File: src/osbt_pkg.sv
// constants, types and operation summary for the one-shot and blink timers
// Operation
// - pulse unit selectable 10ms, 100ms or 1s
// - pulse preset ranges zero to 32767 units
// - trigger rise drives output on for preset
// - clear forces output off, beats trigger
// - zero preset behaves as plain pulse block
// - pulse holds time or input priority setting
// - pulse preset and elapsed time readable
// - blink has separate on and off presets
// - cycle-limited mode stops after programmed cycles
// - time-limited mode stops after programmed duration
// - continuous mode repeats with no end
// - blink runs while trigger on, off otherwise
// - blink presets and progress values readable
package osbt_pkg;
  // timer value width, max 32767 units
  localparam int unsigned TW = 15;
  // base tick figures, clock 40 MHz
  localparam int unsigned CLK_HZ = 40_000_000;
  localparam int unsigned BASE_MS = 10;
  localparam int unsigned BASE_CYC = CLK_HZ / 1000 * BASE_MS;
  // decade steps from 10ms to 100ms to 1s
  localparam logic [3:0] DECADE = 4'hA;
  // register byte offsets
  localparam logic [7:0] OFS_CTRL = 8'h00;
  localparam logic [7:0] OFS_PLS_PRE = 8'h04;
  localparam logic [7:0] OFS_PLS_EL = 8'h08;
  localparam logic [7:0] OFS_ON_PRE = 8'h0C;
  localparam logic [7:0] OFS_ON_EL = 8'h10;
  localparam logic [7:0] OFS_OFF_PRE = 8'h14;
  localparam logic [7:0] OFS_OFF_EL = 8'h18;
  localparam logic [7:0] OFS_LIM_PRE = 8'h1C;
  localparam logic [7:0] OFS_LIM_PROG = 8'h20;
  localparam logic [7:0] OFS_STATUS = 8'h24;
  // control field positions
  localparam int unsigned CTRL_PUNIT = 0;
  localparam int unsigned CTRL_BUNIT = 2;
  localparam int unsigned CTRL_PRIO = 4;
  localparam int unsigned CTRL_MODE = 5;
  localparam int unsigned CTRL_BITS = 7;
  localparam logic [6:0] CTRL_RST = 7'h00;
  localparam logic [TW-1:0] PRE_RST = 15'h0000;
  // status bit positions
  localparam int unsigned ST_PULSE = 0;
  localparam int unsigned ST_BLINK = 1;
  localparam int unsigned ST_DONE = 2;
  // time unit choice
  typedef enum logic [1:0] {
    UNIT_10MS = 2'b00,
    UNIT_100MS = 2'b01,
    UNIT_1S = 2'b10
  } osbt_unit_type;
  // blink end condition
  typedef enum logic [1:0] {
    MODE_CONT = 2'b00,
    MODE_COUNT = 2'b01,
    MODE_TIME = 2'b10
  } osbt_mode_type;
  // blink sequencer states
  typedef enum logic [1:0] {
    BL_IDLE = 2'b00,
    BL_ON = 2'b01,
    BL_OFF = 2'b10,
    BL_DONE = 2'b11
  } osbt_bstate_type;
  // blink presets carried together
  typedef struct packed {
    logic [TW-1:0] on_pre;
    logic [TW-1:0] off_pre;
    logic [TW-1:0] lim_pre;
  } osbt_bcfg_type;
  // blink observed values carried together
  typedef struct packed {
    logic [TW-1:0] on_el;
    logic [TW-1:0] off_el;
    logic [TW-1:0] prog;
    logic done;
  } osbt_bstat_type;
endpackage : osbt_pkg

File: src/osbt_blink.sv
// blink pattern block: on/off sequencer with end conditions
`timescale 1ns/100ps
`default_nettype none
module osbt_blink (
  input wire logic clk_i,
  input wire logic rst_i,
  input wire logic scan_i,
  input wire logic adv_i,
  input wire logic trig_i,
  input wire logic [1:0] mode_i,
  input wire osbt_pkg::osbt_bcfg_type cfg_i,
  output logic out_o,
  output osbt_pkg::osbt_bstat_type stat_o
);
  import osbt_pkg::*;
  osbt_bstate_type st_q; // sequencer state
  logic [TW-1:0] on_q; // on elapsed
  logic [TW-1:0] off_q; // off elapsed
  logic [TW-1:0] prog_q; // cycles or units done
  logic [TW-1:0] on_inc;
  logic [TW-1:0] off_inc;
  logic [TW-1:0] prog_inc;
  logic time_end;
  assign on_inc = on_q + 15'h0001;
  assign off_inc = off_q + 15'h0001;
  assign prog_inc = prog_q + 15'h0001;
  // total time reached in time-limited mode
  assign time_end = (mode_i == MODE_TIME) && adv_i && (prog_inc >= cfg_i.lim_pre);
  assign out_o = (st_q == BL_ON);
  assign stat_o = '{on_el: on_q, off_el: off_q, prog: prog_q, done: st_q == BL_DONE};
  // sequencer, stepped once per scan
  always_ff @(posedge clk_i) begin
    if (rst_i) begin
      st_q <= BL_IDLE;
      on_q <= PRE_RST;
      off_q <= PRE_RST;
      prog_q <= PRE_RST;
    end else if (scan_i) begin
      if (!trig_i) begin
        st_q <= BL_IDLE;
        on_q <= PRE_RST;
        off_q <= PRE_RST;
        prog_q <= PRE_RST;
      end else begin
        if (mode_i == MODE_TIME && adv_i && (st_q == BL_ON || st_q == BL_OFF)) begin
          prog_q <= prog_inc;
        end
        unique case (st_q)
          BL_IDLE: begin
            st_q <= BL_ON;
          end
          BL_ON: begin
            if (time_end) begin
              st_q <= BL_DONE;
            end else if (cfg_i.on_pre == PRE_RST || (adv_i && on_inc >= cfg_i.on_pre)) begin
              st_q <= BL_OFF;
              on_q <= PRE_RST;
            end else if (adv_i) begin
              on_q <= on_inc;
            end
          end
          BL_OFF: begin
            if (time_end) begin
              st_q <= BL_DONE;
            end else if (cfg_i.off_pre == PRE_RST || (adv_i && off_inc >= cfg_i.off_pre)) begin
              off_q <= PRE_RST;
              if (mode_i == MODE_COUNT) begin
                prog_q <= prog_inc;
                st_q <= (prog_inc >= cfg_i.lim_pre) ? BL_DONE : BL_ON;
              end else begin
                st_q <= BL_ON;
              end
            end else if (adv_i) begin
              off_q <= off_inc;
            end
          end
          BL_DONE: begin
            st_q <= BL_DONE; // hold off until trigger falls
          end
        endcase
      end
    end
  end
endmodule : osbt_blink
`default_nettype wire

File: src/osbt_pulse.sv
// single pulse block: timed one-shot with clear and priority
`timescale 1ns/100ps
`default_nettype none
module osbt_pulse (
  input wire logic clk_i,
  input wire logic rst_i,
  input wire logic scan_i,
  input wire logic adv_i,
  input wire logic trig_i,
  input wire logic clr_i,
  input wire logic prio_in_i,
  input wire logic [osbt_pkg::TW-1:0] pre_i,
  output logic out_o,
  output logic [osbt_pkg::TW-1:0] el_o
);
  import osbt_pkg::*;
  logic out_q; // pulse output
  logic [TW-1:0] el_q; // elapsed units
  logic trig_q; // trigger at previous scan
  logic [TW-1:0] el_inc;
  assign el_inc = el_q + 15'h0001;
  assign out_o = out_q;
  assign el_o = el_q;
  // previous trigger, sampled only at scan
  always_ff @(posedge clk_i) begin
    if (rst_i) begin
      trig_q <= 1'b0;
    end else if (scan_i) begin
      trig_q <= trig_i;
    end
  end
  // pulse sequencing, evaluated once per scan
  always_ff @(posedge clk_i) begin
    if (rst_i) begin
      out_q <= 1'b0;
      el_q <= PRE_RST;
    end else if (scan_i) begin
      if (clr_i) begin
        out_q <= 1'b0;
        el_q <= PRE_RST;
      end else if (!out_q && trig_i && !trig_q) begin
        // a zero preset gives one scan of output, like the plain pulse block
        out_q <= 1'b1;
        el_q <= PRE_RST;
      end else if (out_q) begin
        if (pre_i == PRE_RST) begin
          out_q <= 1'b0;
        end else if (prio_in_i && !trig_i) begin
          out_q <= 1'b0;
        end else if (adv_i) begin
          el_q <= el_inc;
          // presets below one scan give a stretched pulse
          if (el_inc >= pre_i) begin
            out_q <= 1'b0;
          end
        end
      end
    end
  end
endmodule : osbt_pulse
`default_nettype wire

File: src/osbt_top.sv
// top: wishbone register file, time base and the two timer blocks
//
// Our own choices: register access over Wishbone and the placing of the registers.
`timescale 1ns/100ps
`default_nettype none
module osbt_top #(
  // cycles per 10ms base tick, shorten in simulation
  parameter int unsigned BASE_CYCLES = osbt_pkg::BASE_CYC
) (
  input wire logic clk_i,
  input wire logic rst_i,
  input wire logic wb_cyc_i,
  input wire logic wb_stb_i,
  input wire logic wb_we_i,
  input wire logic [7:0] wb_adr_i,
  input wire logic [3:0] wb_sel_i,
  input wire logic [31:0] wb_dat_i,
  output logic [31:0] wb_dat_o,
  output logic wb_ack_o,
  input wire logic scan_i,
  input wire logic pulse_trig_i,
  input wire logic pulse_clr_i,
  input wire logic blink_trig_i,
  output logic pulse_o,
  output logic blink_o
);
  import osbt_pkg::*;

  // merge write data into a register under byte enables
  function automatic logic [31:0] wr_merge(input logic [31:0] old, input logic [31:0] din,
                                           input logic [3:0] sel);
    logic [31:0] r;
    r = old;
    for (int b = 0; b < 4; b++) begin
      if (sel[b]) begin
        r[b*8 +: 8] = din[b*8 +: 8];
      end
    end
    return r;
  endfunction : wr_merge

  // pick the pending tick of the chosen unit
  function automatic logic unit_pick(input logic [1:0] u, input logic [2:0] pend);
    logic r;
    r = pend[2];
    unique case (u)
      UNIT_10MS: r = pend[0];
      UNIT_100MS: r = pend[1];
      default: r = pend[2]; // unused code runs as 1s
    endcase
    return r;
  endfunction : unit_pick

  // widen a timer value to a bus word
  function automatic logic [31:0] to_word(input logic [TW-1:0] v);
    return {17'h0_0000, v};
  endfunction : to_word

  // ---------------------------------------------------------------
  // bus slave state
  // ---------------------------------------------------------------
  logic ack_q; // answer strobe
  logic [31:0] rdat_q; // registered read data
  logic bus_req; // new request this cycle
  logic bus_wr; // write taken this cycle
  logic [31:0] rd_mux; // read data selected by address

  // software registers
  logic [CTRL_BITS-1:0] ctrl_q; // units, priority, mode
  logic [TW-1:0] pls_pre_q; // pulse preset
  osbt_bcfg_type bcfg_q; // blink presets

  // time base
  logic [31:0] base_cnt_q; // cycles in 10ms
  logic [3:0] dec1_q; // 10ms ticks in 100ms
  logic [3:0] dec2_q; // 100ms ticks in 1s
  logic [2:0] tick; // one-cycle unit ticks
  logic [2:0] pend_q; // ticks not yet seen by a scan

  // timer block results
  logic pls_out;
  logic [TW-1:0] pls_el;
  logic blk_out;
  osbt_bstat_type bstat;
  logic pls_q; // registered pulse output
  logic blk_q; // registered blink output

  // a request is answered one cycle later; ack drops after one cycle
  assign bus_req = wb_cyc_i && wb_stb_i && !ack_q;
  assign bus_wr = bus_req && wb_we_i;
  assign wb_ack_o = ack_q;
  assign wb_dat_o = rdat_q;
  assign pulse_o = pls_q;
  assign blink_o = blk_q;

  // ack generation
  always_ff @(posedge clk_i) begin
    if (rst_i) begin
      ack_q <= 1'b0;
    end else begin
      ack_q <= bus_req;
    end
  end

  // read mux; unmapped addresses read as zero
  always_comb begin
    rd_mux = 32'h0000_0000;
    unique case (wb_adr_i)
      OFS_CTRL: rd_mux = {25'h000_0000, ctrl_q};
      OFS_PLS_PRE: rd_mux = to_word(pls_pre_q);
      OFS_PLS_EL: rd_mux = to_word(pls_el);
      OFS_ON_PRE: rd_mux = to_word(bcfg_q.on_pre);
      OFS_ON_EL: rd_mux = to_word(bstat.on_el);
      OFS_OFF_PRE: rd_mux = to_word(bcfg_q.off_pre);
      OFS_OFF_EL: rd_mux = to_word(bstat.off_el);
      OFS_LIM_PRE: rd_mux = to_word(bcfg_q.lim_pre);
      OFS_LIM_PROG: rd_mux = to_word(bstat.prog);
      OFS_STATUS: rd_mux = {29'h0000_0000, bstat.done, blk_q, pls_q};
      default: rd_mux = 32'h0000_0000;
    endcase
  end

  // read data captured with a read request, held until the next read request
  always_ff @(posedge clk_i) begin
    if (rst_i) begin
      rdat_q <= 32'h0000_0000;
    end else if (bus_req && !wb_we_i) begin
      rdat_q <= rd_mux;
    end
  end

  // control register: units, priority, blink mode
  always_ff @(posedge clk_i) begin
    if (rst_i) begin
      ctrl_q <= CTRL_RST;
    end else if (bus_wr && wb_adr_i == OFS_CTRL) begin
      // upper bus bits have no storage here, so the cast keeps only the field bits
      ctrl_q <= CTRL_BITS'(wr_merge({25'h000_0000, ctrl_q}, wb_dat_i, wb_sel_i));
    end
  end

  // pulse preset, range 0..32767 units
  always_ff @(posedge clk_i) begin
    if (rst_i) begin
      pls_pre_q <= PRE_RST;
    end else if (bus_wr && wb_adr_i == OFS_PLS_PRE) begin
      pls_pre_q <= TW'(wr_merge(to_word(pls_pre_q), wb_dat_i, wb_sel_i));
    end
  end

  // blink presets: on, off, cycle or time limit
  always_ff @(posedge clk_i) begin
    if (rst_i) begin
      bcfg_q <= '{on_pre: PRE_RST, off_pre: PRE_RST, lim_pre: PRE_RST};
    end else if (bus_wr) begin
      if (wb_adr_i == OFS_ON_PRE) begin
        bcfg_q.on_pre <= TW'(wr_merge(to_word(bcfg_q.on_pre), wb_dat_i, wb_sel_i));
      end
      if (wb_adr_i == OFS_OFF_PRE) begin
        bcfg_q.off_pre <= TW'(wr_merge(to_word(bcfg_q.off_pre), wb_dat_i, wb_sel_i));
      end
      if (wb_adr_i == OFS_LIM_PRE) begin
        bcfg_q.lim_pre <= TW'(wr_merge(to_word(bcfg_q.lim_pre), wb_dat_i, wb_sel_i));
      end
    end
  end

  // ---------------------------------------------------------------
  // time base: 10ms base, then two decade stages
  // ---------------------------------------------------------------
  assign tick[0] = (base_cnt_q == BASE_CYCLES - 1);
  assign tick[1] = tick[0] && (dec1_q == DECADE - 4'h1);
  assign tick[2] = tick[1] && (dec2_q == DECADE - 4'h1);

  // base divider
  always_ff @(posedge clk_i) begin
    if (rst_i) begin
      base_cnt_q <= 32'h0000_0000;
    end else if (tick[0]) begin
      base_cnt_q <= 32'h0000_0000;
    end else begin
      base_cnt_q <= base_cnt_q + 32'h0000_0001;
    end
  end

  // decade stages for 100ms and 1s
  always_ff @(posedge clk_i) begin
    if (rst_i) begin
      dec1_q <= 4'h0;
      dec2_q <= 4'h0;
    end else if (tick[0]) begin
      dec1_q <= tick[1] ? 4'h0 : dec1_q + 4'h1;
      if (tick[1]) begin
        dec2_q <= tick[2] ? 4'h0 : dec2_q + 4'h1;
      end
    end
  end

  // ticks wait for the next scan; a tick landing on the scan cycle is kept.
  // more than one tick between scans counts once, hence the scan period limit.
  always_ff @(posedge clk_i) begin
    if (rst_i) begin
      pend_q <= 3'h0;
    end else if (scan_i) begin
      pend_q <= tick;
    end else begin
      pend_q <= pend_q | tick;
    end
  end

  // ---------------------------------------------------------------
  // timer blocks
  // ---------------------------------------------------------------
  osbt_pulse osbt_pulse_i (
    .clk_i(clk_i),
    .rst_i(rst_i),
    .scan_i(scan_i),
    .adv_i(unit_pick(ctrl_q[CTRL_PUNIT +: 2], pend_q)),
    .trig_i(pulse_trig_i),
    .clr_i(pulse_clr_i),
    .prio_in_i(ctrl_q[CTRL_PRIO]),
    .pre_i(pls_pre_q),
    .out_o(pls_out),
    .el_o(pls_el)
  );

  osbt_blink osbt_blink_i (
    .clk_i(clk_i),
    .rst_i(rst_i),
    .scan_i(scan_i),
    .adv_i(unit_pick(ctrl_q[CTRL_BUNIT +: 2], pend_q)),
    .trig_i(blink_trig_i),
    .mode_i(ctrl_q[CTRL_MODE +: 2]),
    .cfg_i(bcfg_q),
    .out_o(blk_out),
    .stat_o(bstat)
  );

  // output flops, one cycle behind the blocks
  always_ff @(posedge clk_i) begin
    if (rst_i) begin
      pls_q <= 1'b0;
      blk_q <= 1'b0;
    end else begin
      pls_q <= pls_out;
      blk_q <= blk_out;
    end
  end
endmodule : osbt_top
`default_nettype wire

File: config.mk
export PLATFORM = sky130hd
export DESIGN_NAME = osbt_top
export DESIGN_NICKNAME = d
export VERILOG_FILES = /design/src/osbt_pkg.sv /design/src/osbt_blink.sv /design/src/osbt_pulse.sv /design/src/osbt_top.sv
export SDC_FILE = /design/constraint.sdc
export NUM_CORES = 1
export LEC_CHECK = 0
export BUFFER_PORTS_ARGS = -buffer_cell sky130_fd_sc_hd__buf_4
export CAP_MARGIN = 20
export CORE_UTILIZATION = 40
export CTS_BUF_LIST = sky130_fd_sc_hd__clkbuf_8
export DETAILED_ROUTE_END_ITERATION = 8
export REMOVE_ABC_BUFFERS = 1
export SETUP_SLACK_MARGIN = 0.02
export SYNTH_ARGS = -nofsm -noshare
export SYNTH_HDL_FRONTEND = slang
export SYNTH_SLANG_ARGS = --single-unit
File: constraint.sdc
create_clock -name clk_i -period 5.1 [get_ports clk_i]
set_input_delay 0.765 -clock clk_i [delete_from_list [all_inputs] [get_ports clk_i]]
set_output_delay 0.765 -clock clk_i [all_outputs]
set_load 0.01 [all_outputs]
# Word level (Yosys, flattened, before mapping)
# Index checks and enable logic that the tools add are counted.
[classes] n_addsub=7 order_cmp=4 reduce_logical=48 bitwise_logic=1 n_mux=43 n_eq_ne=28
[op_table] op="$mux W15" count=22
[op_table] op="$pmux W15 S10" count=1
[op_table] op="$add A15 B1 Y15 const B" count=4
[op_table] op="$ge A15 B15 Y1" count=4
[op_table] op="$logic_not A15 Y1" count=3
[op_table] op="$add A32 B1 Y32 const B" count=1
[op_table] op="$eq A32 B19 Y1 const B" count=1
[op_table] op="$eq A8 B5 Y1 const B" count=4
[op_table] op="$reduce_and A3 Y1" count=7
[op_table] op="$eq A8 B4 Y1 const B" count=2
[op_table] op="$eq A8 B6 Y1 const B" count=2
[op_table] op="$logic_and A1 B1 Y1" count=16
[op_table] op="$mux W2" count=7
[op_table] op="$add A4 B1 Y4 const B" count=2
[op_table] op="$eq A2 B1 Y1 const B" count=4
[op_table] op="$eq A4 B4 Y1 const B" count=2
[op_table] op="$eq A8 B3 Y1 const B" count=1
[op_table] op="$logic_not A8 Y1" count=1
[op_table] op="$mux W4" count=2
[op_table] op="$pmux W2 S4" count=1
[op_table] op="$reduce_and A2 Y1" count=4
[op_table] op="$reduce_and A4 Y1" count=2
[op_table] op="$mux W1" count=7
[op_table] op="$eq A2 B2 Y1 const B" count=3
[op_table] op="15 further kinds" count=28
[totals] inputBits=53 out_inout_bits=35 regBits=209 elab_cells=155

# Longest topological paths before layout
[depth] depth_word=10 ltp_mapped=17 ltp_nobuf=17

# Modules after synthesis
# Synthesis repeated with hierarchy kept, for this count alone.
[unflattened] hier_cells=1408 hier_area_um2=11867.6
[by_module_without_submodules] module="osbt_top" area_each_um2=6346.1 cells_per_inst=738 seq_area_each_um2=2562.5 instances=1
[by_module_without_submodules] module="osbt_blink" area_each_um2=4206.5 cells_per_inst=522 seq_area_each_um2=940.9 instances=1
[by_module_without_submodules] module="osbt_pulse" area_each_um2=1315.0 cells_per_inst=148 seq_area_each_um2=340.3 instances=1

# Least setup slack after synthesis
# Ideal clock, no wire load.
[synth_path] kind="reg-to-reg" from="reg osbt_blink_i.on_q[0]" to="reg osbt_blink_i.on_q[0]" required_time_ns=5.030 synth_period_minus_slack_ns=3.775 arrival_ns=3.705 setup_time_ns=0.070 path_slack_ns=1.325 stages_incl_launch_ff=16 path_buffers=0 path_cell_list="dfxtp_1 -> ha_1 -> and3_1 -> and3_1 -> and3_1 -> and3_1 -> and3_1 -> nand3_1 -> xnor2_1 -> ha_1 -> a21oi_1 -> o21ai_0 -> a2111oi_1 -> nor2_1 -> or4_1 -> a21oi_1"
[synth_between] elab_chain_len=8 word_cells_on_any_way=11 classes_between="add/sub (1); order compare (1); eq/ne (1); mux (5); reduce/logical (3)"
[synth_rtl] item="start: declaration" line="osbt_blink.sv:17" source="logic [TW-1:0] on_q;"
[synth_rtl] item="start signal: assignment" line="osbt_blink.sv:59" source="on_q <= on_inc;"
[synth_rtl] item="$add A15 B1 Y15 (*)" line="osbt_blink.sv:24" source="assign on_inc = on_q + 15'h0001;"
[synth_rtl] item="$ge A15 B15 Y1" line="osbt_blink.sv:55" source="end else if (cfg_i.on_pre == PRE_RST || (adv_i && on_inc >= cfg_i.on_pre)) begin"
[synth_rtl] item="$logic_and A1 B1 Y1" line="osbt_blink.sv:55"
[synth_rtl] item="$logic_or A1 B1 Y1" line="osbt_blink.sv:55"
[synth_rtl] item="$mux W15" line="osbt_blink.sv:55"
[synth_rtl] item="$mux W15" line="osbt_blink.sv:53" source="if (time_end) begin"
[synth_rtl] item="$mux W15" line="osbt_blink.sv:48" source="unique case (st_q)"
[synth_rtl] item="$mux W15" line="osbt_blink.sv:39" source="if (!trig_i) begin"
# Every way passes the cells marked *; elsewhere a longest branch is shown, timed or not. The select of a mux whose other input is x is not followed.
# A chain may end at the register's enable or synchronous reset.

# Worst setup path in the final report
[layout_path] from="reg osbt_blink_i.on_q[0]" to="reg osbt_blink_i.on_q[5]"
# Same word-level chain as after synthesis.

==> impl_metrics.toml <==
[clock_network]
ctsHoldBuffers = 0
cts.clk_slew.worst_paths_ns = 0.12
cts_resized = 0
clock_sinks = 192
post_cts_buffers = 0
clk_latency_ns = 0.51
clock-root-buffer = "clkbuf_8"
cts_htree_levels = 4
cts_max_path_buffers = 2
cts_made_buffers = 17
cts_tree = "yes"

[critical_path]
cp_max_fo = 10
end_kind = "flop"
critical_path_class = "flop to flop"
start_kind = "flop"
reg2reg_slack_ns = 0.65
crit_arrival_ns = 4.88
crit_top_cell = "and3_1"
cp_slowest_stage_delay_ns = 0.46
slowest_stage = "dfxtp_1"
critPathRequiredTime_ns = 5.52
crit_chain = "ha_1 -> and3_1 -> and3_1 -> and3_1 -> and3_1 -> and3_1 -> nand3_1 -> xnor2_1 -> ha_1 -> a21oi_1 -> o21ai_0 -> a2111oi_1 -> nor2_1 -> nor2_2 -> nand2_1 -> o31ai_1"

[final_layout]
nets = 1574
drive_gt1_frac = 0.0876
diodes = 0
area_delta_synth_final_pct = 9.76
design_area_um2 = 12300

[power_and_ir_drop]
ir_worst_vdd_mv = 0.171
power_uw = 2630
power_density_nw_per_um2 = 214
leakagePower_uw = 0.00471

[run]
maxCapViolations = 0

[yosys]
ys.flop_type = "dfxtp_1"
async_reset_ff_frac = 0
synth_area_um2 = 11200
synthCells = 1427
synth_cell_types = 69
synth-edff-count = 0
yosys_warnings = 0
ys_seq_elements = 192
ys_seq_area_frac = 0.344
syn_area_per_cell_um2 = 7.83

[route]
drt-met1-wl_um = 15500
dr.pass1.iters = 5
drc = 0
route.met3.wl_um = 1750
drtAntennaViolNets = 0
viasPerCell = 5.70
drtIter0Drc = 1003
met2WireLength_um = 14300
wl_per_cell_um = 17.8
drt_wl_total_um = 32700
top_layer = "met4"
vias = 10457

[floorplan]
coreArea_um2 = 27200
start_util = 0.411
die_x_um = 169
row_count = 60
die-area_um2 = 28600
pin_count = 88
die_y_um = 169

[grt]
grt_max_degree = 66
grt.total_usage = 0.231
grt-ovfl-total = 0
antenna_found_initial = 0
grt_pass1_wl_um = 51700
grt_pass1_vias = 9509

[timing]
finalSetupTns_ns = 0
rsz0062_at_grt = "false"
post-route-period-util = 0.873
drv_slew = 0
tightest_slew_ns = 0.908
fin_worst_skew_ns = 0.0189
min_period_ns = 4.45
max_freq_mhz = 225
hold_viol = 0
setup_viol_count_final = 0
worst_slew_margin_rel = 0.394

[placement]
gp_congestion = 0.898
hpwl_um = 24200
placed_area_um2 = 11900
portBuffers = 51

[run_status]
status = "finished clean"

[hold_path]
hold_class = "flop to flop"
==> per-stage QoR <==
| step | util | setup WS, ns | hold slack [ns] | instances |
|---|---|---|---|---|
| final | 0.452 | 0.647 | 0.484 | 1833 |
| after global routing | 0.452 | 0.256 | 0.512 | 1833 |
| after CTS | 0.451 | 0.672 | 0.482 | 1832 |
| after detailed placement | 0.437 | 0.702 | 0.466 | 1800 |
| after global placement | 0.437 | 0.777 | 0.454 | 1800 |
| after floorplan | - | 0.924 | 0.437 | 1356 |
==> final cells by class <==
class	count	area (um2)
fill	2849	14900
multi-input combinational	1091	6750
sequential	192	3840
timing repair buffer	73	568
tap	372	465
inverter	73	274
clock buffer	18	248
clock inverter	14	126
==> registers in the layout, indices dropped and copies added, names as in the netlist, 7 cells and up <==
register / count
bcfg_q: 45
base_cnt_q: 32
osbt_blink_i.off_q: 15
osbt_blink_i.on_q: 15
osbt_blink_i.prog_q: 15
osbt_pulse_i.el_o: 15
pls_pre_q: 15
wb_dat_o: 15
ctrl_q: 7
==> kinds of logic after synthesis <==
kind of cell    count (synthesis)  share of synthesized area
simple gates                  573                      0.255
compound gates                335                      0.185
flops                         192                      0.344
buf+inv                       160                     0.0597
xor+xnor                       81                     0.0635
fa+ha+maj                      73                     0.0817
mux                            12                     0.0109
other cells                     1                   0.000335
==> per-layer routing <==
metal | track usage | vias to the layer above
met5 | 0 | -
met4 | 0.0901 | 0
met3 | 0.0331 | 68
met2 | 0.354 | 337
met1 | 0.327 | 4947
li1 | - | 5105
==> power breakdown <==
part / switching (uW) / internal, uW / total [uW]
Combinational: 95.8 / 37.8 / 134
Clock: 620 / 367 / 986
Sequential: 5.49 / 1500 / 1510
Total: 721 / 1910 / 2630
==> critical path: cells and delay by family, from the launching register on <==
family                     cells  cell delay (ns)
AOI/OAI and AO/OA              4             0.97
xor gates and xnor gates       1             0.16
DFF                            1             0.46
and+or+nand+nor                9             2.22
adders and majority gates      2             0.59
==> synthesized netlist by cell type, drive strengths merged (11+ instances only) <==
| library cell | n | area share |
|---|---|---|
| inv | 73 | 0.025 |
| dfxtp | 192 | 0.34 |
| a21o | 12 | 0.0081 |
| xnor2 | 35 | 0.027 |
| o21ai | 66 | 0.030 |
| clkbuf | 60 | 0.020 |
| a21oi | 141 | 0.063 |
| nand4 | 23 | 0.013 |
| mux2i | 11 | 0.0098 |
| nor3 | 19 | 0.0090 |
| xor2 | 46 | 0.036 |
| buf | 27 | 0.015 |
| and3 | 36 | 0.020 |
| nand2 | 147 | 0.049 |
| nand3b | 25 | 0.017 |
| nand3 | 111 | 0.050 |
| ha | 73 | 0.082 |
| a22oi | 62 | 0.042 |
| a22o | 15 | 0.012 |
| nor4 | 24 | 0.015 |
| nor2 | 135 | 0.046 |
==> worst paths after layout <==
kind	endpoint	startpoint	cells past startpoint
worst max-delay path	osbt_blink_i.on_q[5]$_SDFFE_PP0P_	osbt_blink_i.on_q[0]$_SDFFE_PP0P_	16
worst min-delay path	bcfg_q[4]$_SDFFE_PP0P_	bcfg_q[4]$_SDFFE_PP0P_	2
worst max register to register	osbt_blink_i.on_q[5]$_SDFFE_PP0P_	osbt_blink_i.on_q[0]$_SDFFE_PP0P_	16
worst min register to register	bcfg_q[4]$_SDFFE_PP0P_	bcfg_q[4]$_SDFFE_PP0P_	2
==> layout by cell type (no fill, tap or decap), drive strengths merged, types with 5 or more instances in the layout <==
| cell type | count |
|---|---|
| a21o | 12 |
| a21oi | 141 |
| a221oi | 7 |
| a22o | 15 |
| a22oi | 62 |
| and3 | 36 |
| and4 | 7 |
| buf | 73 |
| clkbuf | 18 |
| clkinv | 6 |
| conb | 17 |
| dfxtp | 192 |
| ha | 73 |
| inv | 79 |
| mux2i | 11 |
| nand2 | 147 |
| nand2b | 7 |
| nand3 | 111 |
| nand3b | 25 |
| nand4 | 23 |
| nor2 | 135 |
| nor2b | 7 |
| nor3 | 19 |
| nor4 | 24 |
| o21ai | 66 |
| or2 | 6 |
| or3 | 7 |
| or3b | 5 |
| or4 | 5 |
| xnor2 | 35 |
| xor2 | 46 |
Power figures use the tool's default switching activity.
